File: config.mk
export PLATFORM = sky130hd
export DESIGN_NAME = adn_diag_status
export DESIGN_NICKNAME = d
export VERILOG_FILES = /design/src/adn_pkg.sv /design/src/adn_resp_mem.sv /design/src/adn_trig_mon.sv /design/src/adn_diag_status.sv
export SDC_FILE = /design/constraint.sdc
export NUM_CORES = 1
export LEC_CHECK = 0
export ABC_AREA = 1
export BUFFER_PORTS_ARGS = -buffer_cell sky130_fd_sc_hd__buf_2
export CORE_AREA = 2 2 269 325
export CTS_BUF_LIST = sky130_fd_sc_hd__clkbuf_8
export DETAILED_ROUTE_END_ITERATION = 10
export DIE_AREA = 0 0 271 327
export GPL_ROUTABILITY_DRIVEN = 1
export MAX_ROUTING_LAYER = met4
export PLACE_DENSITY = 0.63
export RECOVER_POWER = 100
export SYNTH_ARGS = -nofsm -noshare
export SYNTH_HDL_FRONTEND = slang
export SYNTH_SLANG_ARGS = --single-unit
File: constraint.sdc
create_clock -name clk_i -period 7.3 [get_ports clk_i]
set_input_delay 1.46 -clock clk_i [delete_from_list [all_inputs] [get_ports clk_i]]
set_output_delay 1.46 -clock clk_i [all_outputs]
set_load 0.05 [all_outputs]
File: src/adn_pkg.sv
// Shared constants for the anemometer diagnostic status block
package adn_pkg;
  // Clock and timing
  localparam int unsigned CLK_HZ        = 125_000_000;
  localparam int unsigned TRIG_LOSS_S   = 1;
  localparam int unsigned TRIG_LOSS_CYC = TRIG_LOSS_S * CLK_HZ;
  localparam int unsigned JITTER_PCT    = 5;
  localparam int unsigned PCT_FULL      = 100;
  localparam int          IVL_W         = 28;

  // Status word layout
  localparam int DIAG_W        = 32;
  localparam int BIT_AMP_LOW   = 0;
  localparam int BIT_AMP_HIGH  = 1;
  localparam int BIT_TRACKING  = 2;
  localparam int BIT_DELTA_C   = 3;
  localparam int BIT_ACQUIRING = 4;
  localparam int BIT_LOW_VOLT  = 5;
  localparam int BIT_TRIG_ERR  = 6;
  localparam int BIT_HUMIDITY  = 7;
  localparam int BIT_MEM_ERR   = 8;
  localparam logic [DIAG_W-1:0] DIAG_RESET = 32'h0000_0000;

  // Analog thresholds (mm/s, mV, 0.1 %RH)
  localparam int          SPD_W        = 20;
  localparam logic [SPD_W-1:0] DELTA_C_MAX_MMS = 20'h0_0938; // 2.360 m/s
  localparam int          VOLT_W       = 16;
  localparam logic [VOLT_W-1:0] LOW_VOLT_MV = 16'h2328;     // 9.0 V
  localparam int          RH_W         = 10;
  localparam logic [RH_W-1:0] RH_WARN_DPCT = 10'h320;       // 80.0 %

  // Value sent while acquiring
  localparam logic [31:0] FLOAT_NAN = 32'h7fc0_0000;

  // Bus select and addressing
  localparam logic BUS_SYNC_DEV = 1'h0;
  localparam logic BUS_PERIPH   = 1'h1;
  localparam int   ADDR_W       = 7;
  localparam logic [ADDR_W-1:0] ADDR_MIN      = 7'h01;
  localparam logic [ADDR_W-1:0] SYNC_ADDR_MAX = 7'h0e;
  localparam logic [ADDR_W-1:0] PERI_ADDR_MAX = 7'h78;

  // Operating mode codes
  localparam int   MODE_W       = 5;
  localparam logic [MODE_W-1:0] MODE_HOST_TRIG = 5'h00;

  // Requests
  typedef enum logic [1:0] {
    ADN_REQ_MEASURE  = 2'b00,
    ADN_REQ_HOUSEKP  = 2'b01,
    ADN_REQ_GRP_TRIG = 2'b10
  } adn_req_t;

  // Response buffer
  localparam int MEM_AW      = 3;
  localparam logic [MEM_AW-1:0] MEAS_LAST = 3'h4;
  localparam logic [MEM_AW-1:0] HK_LAST   = 3'h3;
endpackage

File: src/adn_resp_mem.sv
// Response word buffer with registered read data
module adn_resp_mem (
  input  wire logic                          clk_i,
  input  wire logic                          we_i,
  input  wire logic [adn_pkg::MEM_AW-1:0]    waddr_i,
  input  wire logic [31:0]                   wdata_i,
  input  wire logic [adn_pkg::MEM_AW-1:0]    raddr_i,
  output logic      [31:0]                   rdata_o
);
  logic [31:0] mem_q [0:(1<<adn_pkg::MEM_AW)-1];

  always_ff @(posedge clk_i) begin
    if (we_i) begin
      mem_q[waddr_i] <= wdata_i;
    end
  end

  always_ff @(posedge clk_i) begin
    rdata_o <= mem_q[raddr_i];
  end
endmodule

File: src/adn_trig_mon.sv
// Trigger loss and interval jitter monitor
module adn_trig_mon #(
  parameter int unsigned LOSS_CYC = adn_pkg::TRIG_LOSS_CYC
) (
  input  wire logic clk_i,
  input  wire logic reset_i,
  input  wire logic trig_i,
  output logic      err_o
);
  localparam logic [adn_pkg::IVL_W-1:0] LOSS =
    adn_pkg::IVL_W'(LOSS_CYC);
  localparam logic [adn_pkg::IVL_W+7:0] PCT =
    (adn_pkg::IVL_W+8)'(adn_pkg::PCT_FULL);
  localparam logic [adn_pkg::IVL_W+7:0] JIT =
    (adn_pkg::IVL_W+8)'(adn_pkg::JITTER_PCT);

  logic [adn_pkg::IVL_W-1:0] cnt_q;
  logic [adn_pkg::IVL_W-1:0] prev_q;
  logic                      have_prev_q;
  logic                      jit_q;
  logic [adn_pkg::IVL_W-1:0] diff;
  logic                      jit_now;

  always_comb begin
    diff = (cnt_q > prev_q) ? cnt_q - prev_q : prev_q - cnt_q;
    jit_now = have_prev_q &&
      ({8'h00, diff} * PCT > {8'h00, prev_q} * JIT);
  end

  // Interval counter saturates at the loss limit
  always_ff @(posedge clk_i or posedge reset_i) begin
    if (reset_i) begin
      cnt_q <= '0;
    end else if (trig_i) begin
      cnt_q <= '0;
    end else if (cnt_q < LOSS) begin
      cnt_q <= cnt_q + 1'b1;
    end
  end

  always_ff @(posedge clk_i or posedge reset_i) begin
    if (reset_i) begin
      prev_q      <= '0;
      have_prev_q <= 1'b0;
      jit_q       <= 1'b0;
    end else if (trig_i) begin
      prev_q      <= cnt_q;
      have_prev_q <= (cnt_q < LOSS);
      jit_q       <= jit_now;
    end else if (cnt_q >= LOSS) begin
      have_prev_q <= 1'b0;
    end
  end

  always_ff @(posedge clk_i or posedge reset_i) begin
    if (reset_i) begin
      err_o <= 1'b0;
    end else begin
      err_o <= (cnt_q >= LOSS) || jit_q;
    end
  end
endmodule

File: src/adn_diag_status.sv
// Diagnostic word assembly and response sequencer of the anemometer head
// Functional notes
// Status is a 32-bit word, one independent warning flag per bit.
// Bit 0 set while received amplitude is too low.
// Bit 1 set while received amplitude is too high.
// Bit 2 set while signal lock is poor.
// Bit 3 set when axis sound speeds differ by over 2.360 m/s.
// Bit 4 set while still acquiring the sonic signal.
// Bit 5 set when supply is below 9.0 V.
// Bit 6 set when no trigger arrived for one second.
// Bit 6 also set when trigger spacing varies over five percent.
// Bit 7 set when enclosure humidity exceeds eighty percent.
// Bit 8 set when a memory signature check fails.
// While acquiring after acquire command, send NaN and flag it.
// Measurement answer: three wind values, sonic temperature, status.
// Housekeeping answer: temperature, humidity, pitch, roll in order.
// Host picks bus: 0 synchronous device bus, 1 peripheral network.
// Synchronous device bus addresses run 1 to 14.
// Peripheral network bus addresses run 1 to 120.
// One group trigger starts measurement in up to 14 nodes.
// Host fetches each node's results with its own request.
// Peripheral network bus measures in sync without trigger command.
// Synchronous device bus allows host-triggered unfiltered mode only.
// Status bits 9 to 31 always read zero.
module adn_diag_status #(
  parameter int unsigned TRIG_LOSS_CYC = adn_pkg::TRIG_LOSS_CYC
) (
  input  wire logic                        clk_i,
  input  wire logic                        reset_i,
  input  wire logic                        bus_sel_i,
  input  wire logic [adn_pkg::ADDR_W-1:0]  node_addr_i,
  input  wire logic [adn_pkg::MODE_W-1:0]  mode_code_i,
  input  wire logic                        req_valid_i,
  input  wire logic [1:0]                  req_kind_i,
  input  wire logic [adn_pkg::ADDR_W-1:0]  req_addr_i,
  input  wire logic                        amp_low_i,
  input  wire logic                        amp_high_i,
  input  wire logic                        lock_poor_i,
  input  wire logic                        acquiring_i,
  input  wire logic                        mem_sig_fail_i,
  input  wire logic [adn_pkg::SPD_W-1:0]   snd_spd_a_i,
  input  wire logic [adn_pkg::SPD_W-1:0]   snd_spd_b_i,
  input  wire logic [adn_pkg::SPD_W-1:0]   snd_spd_c_i,
  input  wire logic [adn_pkg::VOLT_W-1:0]  supply_mv_i,
  input  wire logic [adn_pkg::RH_W-1:0]    encl_rh_i,
  input  wire logic [31:0]                 wind_x_i,
  input  wire logic [31:0]                 wind_y_i,
  input  wire logic [31:0]                 wind_z_i,
  input  wire logic [31:0]                 sonic_temp_i,
  input  wire logic [31:0]                 encl_temp_f_i,
  input  wire logic [31:0]                 encl_rh_f_i,
  input  wire logic [31:0]                 pitch_i,
  input  wire logic [31:0]                 roll_i,
  output logic                             busy_o,
  output logic                             meas_start_o,
  output logic                             self_trig_o,
  output logic                             resp_valid_o,
  output logic [31:0]                      resp_data_o,
  output logic                             resp_last_o,
  output logic [adn_pkg::DIAG_W-1:0]       diag_word_o
);

  ////////////////////////////////////////////////////////////////////////////
  // Helpers

  function automatic logic addr_ok(
    input logic                       bus,
    input logic [adn_pkg::ADDR_W-1:0] own,
    input logic [adn_pkg::ADDR_W-1:0] req
  );
    logic [adn_pkg::ADDR_W-1:0] top;
    top = (bus == adn_pkg::BUS_PERIPH) ? adn_pkg::PERI_ADDR_MAX
                                       : adn_pkg::SYNC_ADDR_MAX;
    return (own >= adn_pkg::ADDR_MIN) && (own <= top) && (req == own);
  endfunction

  function automatic logic [adn_pkg::SPD_W-1:0] absdiff(
    input logic [adn_pkg::SPD_W-1:0] a,
    input logic [adn_pkg::SPD_W-1:0] b
  );
    return (a > b) ? a - b : b - a;
  endfunction

  function automatic logic [31:0] science(
    input logic        nan_out,
    input logic [31:0] v
  );
    return nan_out ? adn_pkg::FLOAT_NAN : v;
  endfunction

  ////////////////////////////////////////////////////////////////////////////
  // Request decode

  typedef enum logic [1:0] {
    ADN_S_IDLE = 2'b00,
    ADN_S_LOAD = 2'b01,
    ADN_S_SEND = 2'b10,
    ADN_S_TAIL = 2'b11
  } adn_state_t;

  adn_state_t                  state_q;
  adn_state_t                  state_d;
  logic [adn_pkg::MEM_AW-1:0]  widx_q;
  logic [adn_pkg::MEM_AW-1:0]  ridx_q;
  logic [adn_pkg::MEM_AW-1:0]  last_q;
  logic                        hk_q;
  logic [31:0]                 wdata;
  logic                        mem_we;
  logic [31:0]                 mem_rdata;
  logic                        hit;
  logic                        take_meas;
  logic                        take_hk;
  logic                        grp_trig;
  logic                        self_trig_d;
  logic                        trig_evt;
  logic                        trig_err;
  logic                        nan_out_q;
  logic [adn_pkg::DIAG_W-1:0]  diag_d;
  logic [adn_pkg::SPD_W-1:0]   spread;

  always_comb begin
    hit       = addr_ok(bus_sel_i, node_addr_i, req_addr_i);
    take_meas = req_valid_i && (state_q == ADN_S_IDLE) && hit &&
                (req_kind_i == adn_pkg::ADN_REQ_MEASURE);
    take_hk   = req_valid_i && (state_q == ADN_S_IDLE) && hit &&
                (req_kind_i == adn_pkg::ADN_REQ_HOUSEKP);
    // Broadcast, no address, only on the synchronous device bus
    grp_trig  = req_valid_i && (bus_sel_i == adn_pkg::BUS_SYNC_DEV) &&
                (req_kind_i == adn_pkg::ADN_REQ_GRP_TRIG);
  end

  // Self triggering only over the peripheral network bus
  always_comb begin
    self_trig_d = (bus_sel_i == adn_pkg::BUS_PERIPH) &&
                  (mode_code_i != adn_pkg::MODE_HOST_TRIG);
  end

  // Trigger events: group trigger, or each measurement poll on the
  // peripheral network bus, whose framing carries the synchronisation
  always_comb begin
    trig_evt = grp_trig ||
      (take_meas && (bus_sel_i == adn_pkg::BUS_PERIPH));
  end

  always_ff @(posedge clk_i or posedge reset_i) begin
    if (reset_i) begin
      meas_start_o <= 1'b0;
    end else begin
      meas_start_o <= trig_evt;
    end
  end

  always_ff @(posedge clk_i or posedge reset_i) begin
    if (reset_i) begin
      self_trig_o <= 1'b0;
    end else begin
      self_trig_o <= self_trig_d;
    end
  end

  ////////////////////////////////////////////////////////////////////////////
  // Trigger monitor

  adn_trig_mon #(
    .LOSS_CYC (TRIG_LOSS_CYC)
  ) u_trig_mon (
    .clk_i   (clk_i),
    .reset_i (reset_i),
    .trig_i  (trig_evt),
    .err_o   (trig_err)
  );

  ////////////////////////////////////////////////////////////////////////////
  // Diagnostic word

  always_comb begin
    spread = absdiff(snd_spd_a_i, snd_spd_b_i);
    if (absdiff(snd_spd_b_i, snd_spd_c_i) > spread) begin
      spread = absdiff(snd_spd_b_i, snd_spd_c_i);
    end
    if (absdiff(snd_spd_a_i, snd_spd_c_i) > spread) begin
      spread = absdiff(snd_spd_a_i, snd_spd_c_i);
    end
  end

  always_comb begin
    diag_d = adn_pkg::DIAG_RESET;
    diag_d[adn_pkg::BIT_AMP_LOW]   = amp_low_i;
    diag_d[adn_pkg::BIT_AMP_HIGH]  = amp_high_i;
    diag_d[adn_pkg::BIT_TRACKING]  = lock_poor_i;
    diag_d[adn_pkg::BIT_DELTA_C]   =
      spread > adn_pkg::DELTA_C_MAX_MMS;
    diag_d[adn_pkg::BIT_ACQUIRING] = acquiring_i;
    diag_d[adn_pkg::BIT_LOW_VOLT]  =
      supply_mv_i < adn_pkg::LOW_VOLT_MV;
    diag_d[adn_pkg::BIT_TRIG_ERR]  = trig_err;
    diag_d[adn_pkg::BIT_HUMIDITY]  =
      encl_rh_i > adn_pkg::RH_WARN_DPCT;
    diag_d[adn_pkg::BIT_MEM_ERR]   = mem_sig_fail_i;
  end

  always_ff @(posedge clk_i or posedge reset_i) begin
    if (reset_i) begin
      diag_word_o <= adn_pkg::DIAG_RESET;
    end else begin
      diag_word_o <= diag_d;
    end
  end

  ////////////////////////////////////////////////////////////////////////////
  // Response sequencer

  always_comb begin
    state_d = state_q;
    case (state_q)
      ADN_S_IDLE: begin
        if (take_meas || take_hk) begin
          state_d = ADN_S_LOAD;
        end
      end
      ADN_S_LOAD: begin
        if (widx_q == last_q) begin
          state_d = ADN_S_SEND;
        end
      end
      ADN_S_SEND: begin
        if (ridx_q == last_q) begin
          state_d = ADN_S_TAIL;
        end
      end
      ADN_S_TAIL: begin
        state_d = ADN_S_IDLE;
      end
      default: begin
        state_d = ADN_S_IDLE;
      end
    endcase
  end

  always_ff @(posedge clk_i or posedge reset_i) begin
    if (reset_i) begin
      state_q <= ADN_S_IDLE;
    end else begin
      state_q <= state_d;
    end
  end

  // Snapshot of request kind and the NaN condition
  always_ff @(posedge clk_i or posedge reset_i) begin
    if (reset_i) begin
      hk_q      <= 1'b0;
      last_q    <= '0;
      nan_out_q <= 1'b0;
    end else if (take_meas || take_hk) begin
      hk_q      <= take_hk;
      last_q    <= take_hk ? adn_pkg::HK_LAST : adn_pkg::MEAS_LAST;
      nan_out_q <= acquiring_i;
    end
  end

  // Item order of each answer
  always_comb begin
    wdata = '0;
    if (hk_q) begin
      case (widx_q)
        3'h0:    wdata = encl_temp_f_i;
        3'h1:    wdata = encl_rh_f_i;
        3'h2:    wdata = pitch_i;
        default: wdata = roll_i;
      endcase
    end else begin
      case (widx_q)
        3'h0:    wdata = science(nan_out_q, wind_x_i);
        3'h1:    wdata = science(nan_out_q, wind_y_i);
        3'h2:    wdata = science(nan_out_q, wind_z_i);
        3'h3:    wdata = science(nan_out_q, sonic_temp_i);
        default: wdata = diag_word_o;
      endcase
    end
  end

  always_comb begin
    mem_we = (state_q == ADN_S_LOAD);
  end

  always_ff @(posedge clk_i or posedge reset_i) begin
    if (reset_i) begin
      widx_q <= '0;
    end else if (state_q == ADN_S_LOAD) begin
      widx_q <= widx_q + 1'b1;
    end else begin
      widx_q <= '0;
    end
  end

  always_ff @(posedge clk_i or posedge reset_i) begin
    if (reset_i) begin
      ridx_q <= '0;
    end else if (state_q == ADN_S_SEND) begin
      ridx_q <= ridx_q + 1'b1;
    end else begin
      ridx_q <= '0;
    end
  end

  adn_resp_mem u_resp_mem (
    .clk_i   (clk_i),
    .we_i    (mem_we),
    .waddr_i (widx_q),
    .wdata_i (wdata),
    .raddr_i (ridx_q),
    .rdata_o (mem_rdata)
  );

  // Read data lag by one cycle; tag them with a delayed strobe
  logic                       rd_vld_q;
  logic                       rd_last_q;

  always_ff @(posedge clk_i or posedge reset_i) begin
    if (reset_i) begin
      rd_vld_q  <= 1'b0;
      rd_last_q <= 1'b0;
    end else begin
      rd_vld_q  <= (state_q == ADN_S_SEND);
      rd_last_q <= (state_q == ADN_S_SEND) && (ridx_q == last_q);
    end
  end

  always_ff @(posedge clk_i or posedge reset_i) begin
    if (reset_i) begin
      resp_valid_o <= 1'b0;
      resp_last_o  <= 1'b0;
      resp_data_o  <= '0;
    end else begin
      resp_valid_o <= rd_vld_q;
      resp_last_o  <= rd_last_q;
      resp_data_o  <= rd_vld_q ? mem_rdata : '0;
    end
  end

  always_ff @(posedge clk_i or posedge reset_i) begin
    if (reset_i) begin
      busy_o <= 1'b0;
    end else begin
      busy_o <= (state_d != ADN_S_IDLE) || rd_vld_q;
    end
  end

endmodule

==> results.toml, run 1 <==
[status]
status = "finished, violations left"
violations = "max-capacitance violations, max-slew violations"

[critical_path]
cp-endpoint = "u_trig_mon.jit_q$_DFFE_PP0N_"
timing.rr.start = "u_trig_mon.cnt_q[0]$_DFFE_PP0P_"
cpMostUsedCell = "nand2_1"
r2r_end = "u_trig_mon.jit_q$_DFFE_PP0N_"
cp.depth = 45
cp_top_family = "adder cells"
cpMaxStageDelayCell = "fa_1"
start_kind = "register"
cp.required_ps = 7850
startpoint = "u_trig_mon.cnt_q[0]$_DFFE_PP0P_"
slowest_delay_ps = 520
rr_worst_depth = 45
crit_buf_inv = 14
worstSetupEndpointType = "register"
crit_arrival_ps = 7460
critPathKind = "reg2reg"
reg2reg_slack_ps = 380
cp_max_fo = 15

[synth]
ys_seq_area_share_pct = 31.7
syn_inst = 4860
synth.top_cell.area_share_pct = 21.6
synthFlopType = "edfxtp_1"
yosys_warnings = 0
avgSynthCellArea_um2 = 7.33
synth_seq_cells = 406
synth_most_common_cell = "nand2_1"
synth_edf_count = 256
syn_area_um2 = 35600
synth_top_area_cell = "edfxtp_1"
async_flop_share_pct = 29.1
synthTopCellsByCount = "nand2_1 (1196), inv_1 (699), nor2_1 (495)"
synth_cell_types = 70
synthTopCellsByArea = "edfxtp_1 (22%), ha_1 (14%), nand2_1 (13%)"

[sta]
worst-slew-pin-transition_ps = 3540
finalHoldViolCount = 0
fin_crit_ps = 6920
fmaxAchievable_mhz = 145
skew_ps = 38.8
fin_ws_ps = 384
relSlewSlack_pct = -136
slew_viol_final = 639
setup_viol = 0
tns_ps = 0
period_share_pct = 94.7

[die]
initial_core_util_pct = 41.7
die_area_um2 = 88600
ios = 441
core-area_um2 = 85500
die_w_um = 271
num_rows = 118
fp.dieH_um = 327

[placement]
hpwl_um = 103000
place_inst = 6518
numPortBuffers = 414
dp_slack_ps = 48.1
gp_congestion = 1.04

[clock_tree]
cts_tree = "done"
clk_latency_ps = 650
cts.path.max_buffers = 3
htree_levels = 3
cts_made_buffers = 69
clock-sinks = 406
root_buffer = "clkbuf_8"
holdBufCountCts = 0
clk_pin_slew_ps = 60

[final_layout]
area_growth_pct = 17.5
fin_cells = 6655
drive_above_1_share_pct = 14.8
fin_nets = 6251
fin_util_pct = 49.0

[route]
route.detailed.drc = 0
drt_pass1_iterations = 6
via_per_inst = 5.24
routed_wl_um = 128000
drtAntennaViolNets = 0
vias = 34900
first_iter_violations = 2557
wire_per_inst_um = 19.2

[global_routing]
grt_pass1_wl_um = 191000
antenna_found_initial = 6
grtUsageTotal_pct = 28.8
grt_max_degree = 99
grt_pass1_vias = 34200
grt-ovfl-total = 0

[worst_hold_path]
hp-start = "rd_last_q$_DFF_PP0_"
worst_hold_path_type = "reg2reg"

[run]
drv_cap = 14
routing by layer:
metal,part of all wire (%),up-vias,global-route usage [%]
li1,-,17200,-
met1,41,16200,33.9
met2,48,1183,48.4
met3,5.5,279,3.11
met4,5.8,0,15.3
met5,0,-,-
cell type report:
cell class / count / area (um^2)
clock buffer: 79 / 1090
clock inverter: 47 / 325
inverter: 713 / 2680
tap: 1140 / 1430
timing repair buffer: 669 / 3910
antenna: 6 / 15.0
sequential: 406 / 11300
fill: 8672 / 43600
multi-input combinational: 3595 / 21200
cells in the final DEF, fill, tap and decap left out, drive strengths merged, types with 4 or more instances in the layout:
master / netlist / final
o2111a: 6 / 6
inv: 711 / 736
nor4: 16 / 16
clkinv: 2 / 18
dfrtp: 118 / 118
clkbuf: 104 / 145
nor3: 42 / 42
and2: 10 / 10
conb: 1 / 23
or2: 5 / 5
nand3b: 6 / 6
nand3: 184 / 184
o211ai: 8 / 8
xnor2: 43 / 43
edfxtp: 256 / 256
o21bai: 14 / 14
a21boi: 6 / 6
a32o: 11 / 11
xor2: 116 / 116
diode: 0 / 6
nand4: 52 / 52
a221oi: 31 / 31
a211oi: 15 / 15
fa: 32 / 32
o21ai: 394 / 394
dfxtp: 32 / 32
a41oi: 4 / 4
ha: 393 / 393
a31oi: 47 / 47
buf: 64 / 603
o22ai: 38 / 38
nand2: 1218 / 1218
a21o: 10 / 10
nor2: 501 / 501
o21a: 19 / 19
o2111ai: 4 / 4
a21oi: 286 / 286
a22o: 37 / 37
registers in the layout (all words and copies together), names as in the netlist, 2 cells and up:
| signal | count |
|---|---|
| u_resp_mem.mem_q | 256 |
| resp_data_o | 32 |
| u_resp_mem.rdata_o | 32 |
| u_trig_mon.cnt_q | 28 |
| u_trig_mon.prev_q | 28 |
| diag_word_o | 9 |
| ridx_q | 3 |
| widx_q | 3 |
| last_q | 2 |
| state_q | 2 |
kinds of logic after synthesis:
family	after synthesis	synth area share [%]
AOI/OAI and AO/OA	944	15.4
xor gates and xnor gates	159	3.91
adders and majority gates	425	15.6
buffers and inverters	881	9.84
DFF	406	31.7
muxes	4	0.116
other	1	0.0105
and+or+nand+nor	2040	23.5
repair_timing:
item,in CTS,in global routing
resized for setup,0,51
setup endpoints to repair,0,1
setup buffers,0,5
worst min path at each step:
stage / end / slack (ps) / depth (start not counted)
4_1_cts: resp_last_o$_DFF_PP0_ / 350 / 0
3_3_place_gp: resp_last_o$_DFF_PP0_ / 340 / 0
3_5_place_dp: diag_word_o[6]$_DFF_PP0_ / 340 / 0
5_1_grt: resp_last_o$_DFF_PP0_ / 360 / 0
6_report: resp_last_o$_DFF_PP0_ / 350 / 0
2_1_floorplan: diag_word_o[6]$_DFF_PP0_ / 330 / 0
per-stage QoR:
step / cell area (um^2) / hold slack, ps
6_report: 41900 / 349
2_1_floorplan: 35700 / 331
3_3_place_gp: 40400 / 337
5_1_grt: 41900 / 356
4_1_cts: 41800 / 348
3_5_place_dp: 40400 / 336
Power of run 1 is not shown: default switching activity piles up to over one toggle a cycle in this logic, so the estimate is an artifact.
==> run 2, diff against run 1 <==
--- a/config.mk
+++ b/config.mk
@@ -7,14 +7,15 @@
 export LEC_CHECK = 0
 export ABC_AREA = 1
 export BUFFER_PORTS_ARGS = -buffer_cell sky130_fd_sc_hd__buf_2
-export CORE_AREA = 2 2 269 325
+export CORE_AREA = 2 2 273 329
 export CTS_BUF_LIST = sky130_fd_sc_hd__clkbuf_8
 export DETAILED_ROUTE_END_ITERATION = 10
-export DIE_AREA = 0 0 271 327
+export DIE_AREA = 0 0 275 331
 export GPL_ROUTABILITY_DRIVEN = 1
 export MAX_ROUTING_LAYER = met4
-export PLACE_DENSITY = 0.63
+export PLACE_DENSITY = 0.62
 export RECOVER_POWER = 100
 export SYNTH_ARGS = -nofsm -noshare
 export SYNTH_HDL_FRONTEND = slang
+export SYNTH_HIERARCHICAL = 1
 export SYNTH_SLANG_ARGS = --single-unit
==> results.toml, run 2 <==
[critical_path]
cpMostUsedCell = "nand2_1"
crit_arrival_ps = 7520
reg2reg_slack_ps = 360
slowest_delay_ps = 540
worstSetupEndpointType = "register"
cpMaxStageDelayCell = "fa_1"
cp.depth = 34
cp.required_ps = 7880
critPathKind = "reg2reg"
cp_top_family = "simple AND/OR/NAND/NOR gates"
rr_worst_depth = 34
cp_max_fo = 9
start_kind = "register"
crit_buf_inv = 6

[clock_tree]
root_buffer = "clkbuf_8"
clk_latency_ps = 650
htree_levels = 3
cts_tree = "done"
clk_pin_slew_ps = 60
cts.path.max_buffers = 3
clock-sinks = 406
cts_made_buffers = 67

[sta]
finalHoldViolCount = 0
slew_viol_final = 682
fmaxAchievable_mhz = 144
setup_viol = 0
relSlewSlack_pct = -149
period_share_pct = 95.1
worst-slew-pin-transition_ps = 3740
fin_crit_ps = 6940
skew_ps = 33.4
fin_ws_ps = 361

[global_routing]
grt_pass1_wl_um = 196000
antenna_found_initial = 15
grt_pass1_vias = 33300
grtUsageTotal_pct = 29.3
grt_max_degree = 79
grt-ovfl-total = 0

[synth]
synth_top_area_cell = "edfxtp_1"
synth_seq_cells = 406
synth_cell_types = 76
ys_seq_area_share_pct = 30.9
synthTopCellsByCount = "nand2_1 (1501), inv_1 (894), ha_1 (394)"
synth_most_common_cell = "nand2_1"
syn_inst = 5083
async_flop_share_pct = 29.1
syn_area_um2 = 36600
synthTopCellsByArea = "edfxtp_1 (21%), nand2_1 (15%), ha_1 (13%)"
synth_edf_count = 256
avgSynthCellArea_um2 = 7.19
synth.top_cell.area_share_pct = 21.0
yosys_warnings = 6
synthFlopType = "edfxtp_1"

[final_layout]
reg_top3 = "u_resp_mem/mem_q (256), resp_data_o (32), u_resp_mem/rdata_o (32)"
drive_above_1_share_pct = 13.7
largest_reg_flops = 256
fillers = 8933
final_common_cell = "nand2_1"
fin_util_pct = 47.8
register_area_um2 = 11300
largest_register = "u_resp_mem/mem_q"
area_growth_pct = 14.6
multiInputGateArea_um2 = 21100
layout_common_cells = "nand2_1 (1499), inv_1 (921), ha_1 (375)"
fin_nets = 6394

[route]
drt_pass1_iterations = 6
vias = 35000
first_iter_violations = 2691
wire_per_inst_um = 19.4
route.detailed.drc = 0
via_per_inst = 5.14
routed_wl_um = 132000
drtAntennaViolNets = 0

[placement]
numPortBuffers = 414
dp_slack_ps = 14.3
hpwl_um = 106000
gp_congestion = 0.951

[die]
ios = 441
initial_core_util_pct = 41.8
num_rows = 119
core-area_um2 = 87500
die_area_um2 = 91000
fp.dieH_um = 331
die_w_um = 275

[worst_hold_path]
worst_hold_path_type = "reg2reg"
hold-path-cell-count = 0

[status]
status = "finished, violations left"
violations = "max-capacitance violations, max-slew violations"

[run]
drv_cap = 19
-- run 2: changes by cell type in the layout (fill, tap and decap cells not counted), moves of 36 or more --
cell     before   now
nor2_1      486   235
nand3_1     179   325
nand2_1    1188  1499
o21ai_0     362   242
buf_4       234   154
inv_1       715   921
a31oi_1      47    11
-- run 2: layout make-up --
type                            instances  share of cell area [%]
Clock buffer                           73                    2.40
Multi-Input combinational cell       3617                    50.4
Tap cell                             1149                    3.43
Clock inverter                         49                   0.633
Antenna cell                           14                  0.0836
Sequential cell                       406                    27.0
Inverter                              914                    8.20
Timing Repair Buffer                  591                    7.86
-- run 2: per-layer routing --
metal	routed length, um	vias to the layer above	share of wire (%)	global-route usage, %
met2	64000	1165	49	50.6
met3	7860	213	6.0	4.01
met4	6180	0	4.7	12.5
li1	-	17400	-	-
met1	53900	16200	41	34.1
met5	0	-	0	-
-- run 2: timing repair --
item / in CTS / in global routing
endpoints found under the setup margin: 0 / 1
buffers inserted: 0 / 11
hold buffers: 0 / 0
hold endpoints to repair: 0 / 0
resized for setup: 0 / 52
-- run 2: worst paths after layout --
path / from / endpoint
worst min register to register: u_trig_mon/err_o$_DFF_PP0_ / diag_word_o[6]$_DFF_PP0_
worst max register to register: u_trig_mon/prev_q[3]$_DFFE_PP0P_ / u_trig_mon/jit_q$_DFFE_PP0P_
worst max-delay path: u_trig_mon/prev_q[3]$_DFFE_PP0P_ / u_trig_mon/jit_q$_DFFE_PP0P_
max in group asynchronous: reset_i / ridx_q[1]$_DFF_PP0_
min in group asynchronous: reset_i / u_trig_mon/err_o$_DFF_PP0_
worst min-delay path: u_trig_mon/err_o$_DFF_PP0_ / diag_word_o[6]$_DFF_PP0_
-- run 2: kinds of logic (layout without fill, tap and decap cells) --
family	after synthesis	in the layout	synth area share [%]
adders and majority gates	425	425	15.2
AOI/OAI and AO/OA	757	757	12.1
DFF	406	406	30.9
muxes	11	11	0.305
buffers and inverters	1082	1627	12.1
xor gates and xnor gates	143	143	3.45
and+or+nand+nor	2258	2258	26.0
other	1	37	0.0103
-- run 2: through the flow --
step	instances	hold slack [ps]	cell area (um^2)	TNS, ps
2_1_floorplan	5105	331	36600	0
3_3_place_gp	6666	332	40500	0
3_5_place_dp	6666	339	40500	0
4_1_cts	6788	352	41800	0
5_1_grt	6812	353	41900	-20.9
6_report	6813	351	41900	0
Power of run 2 is left out for the same reason.
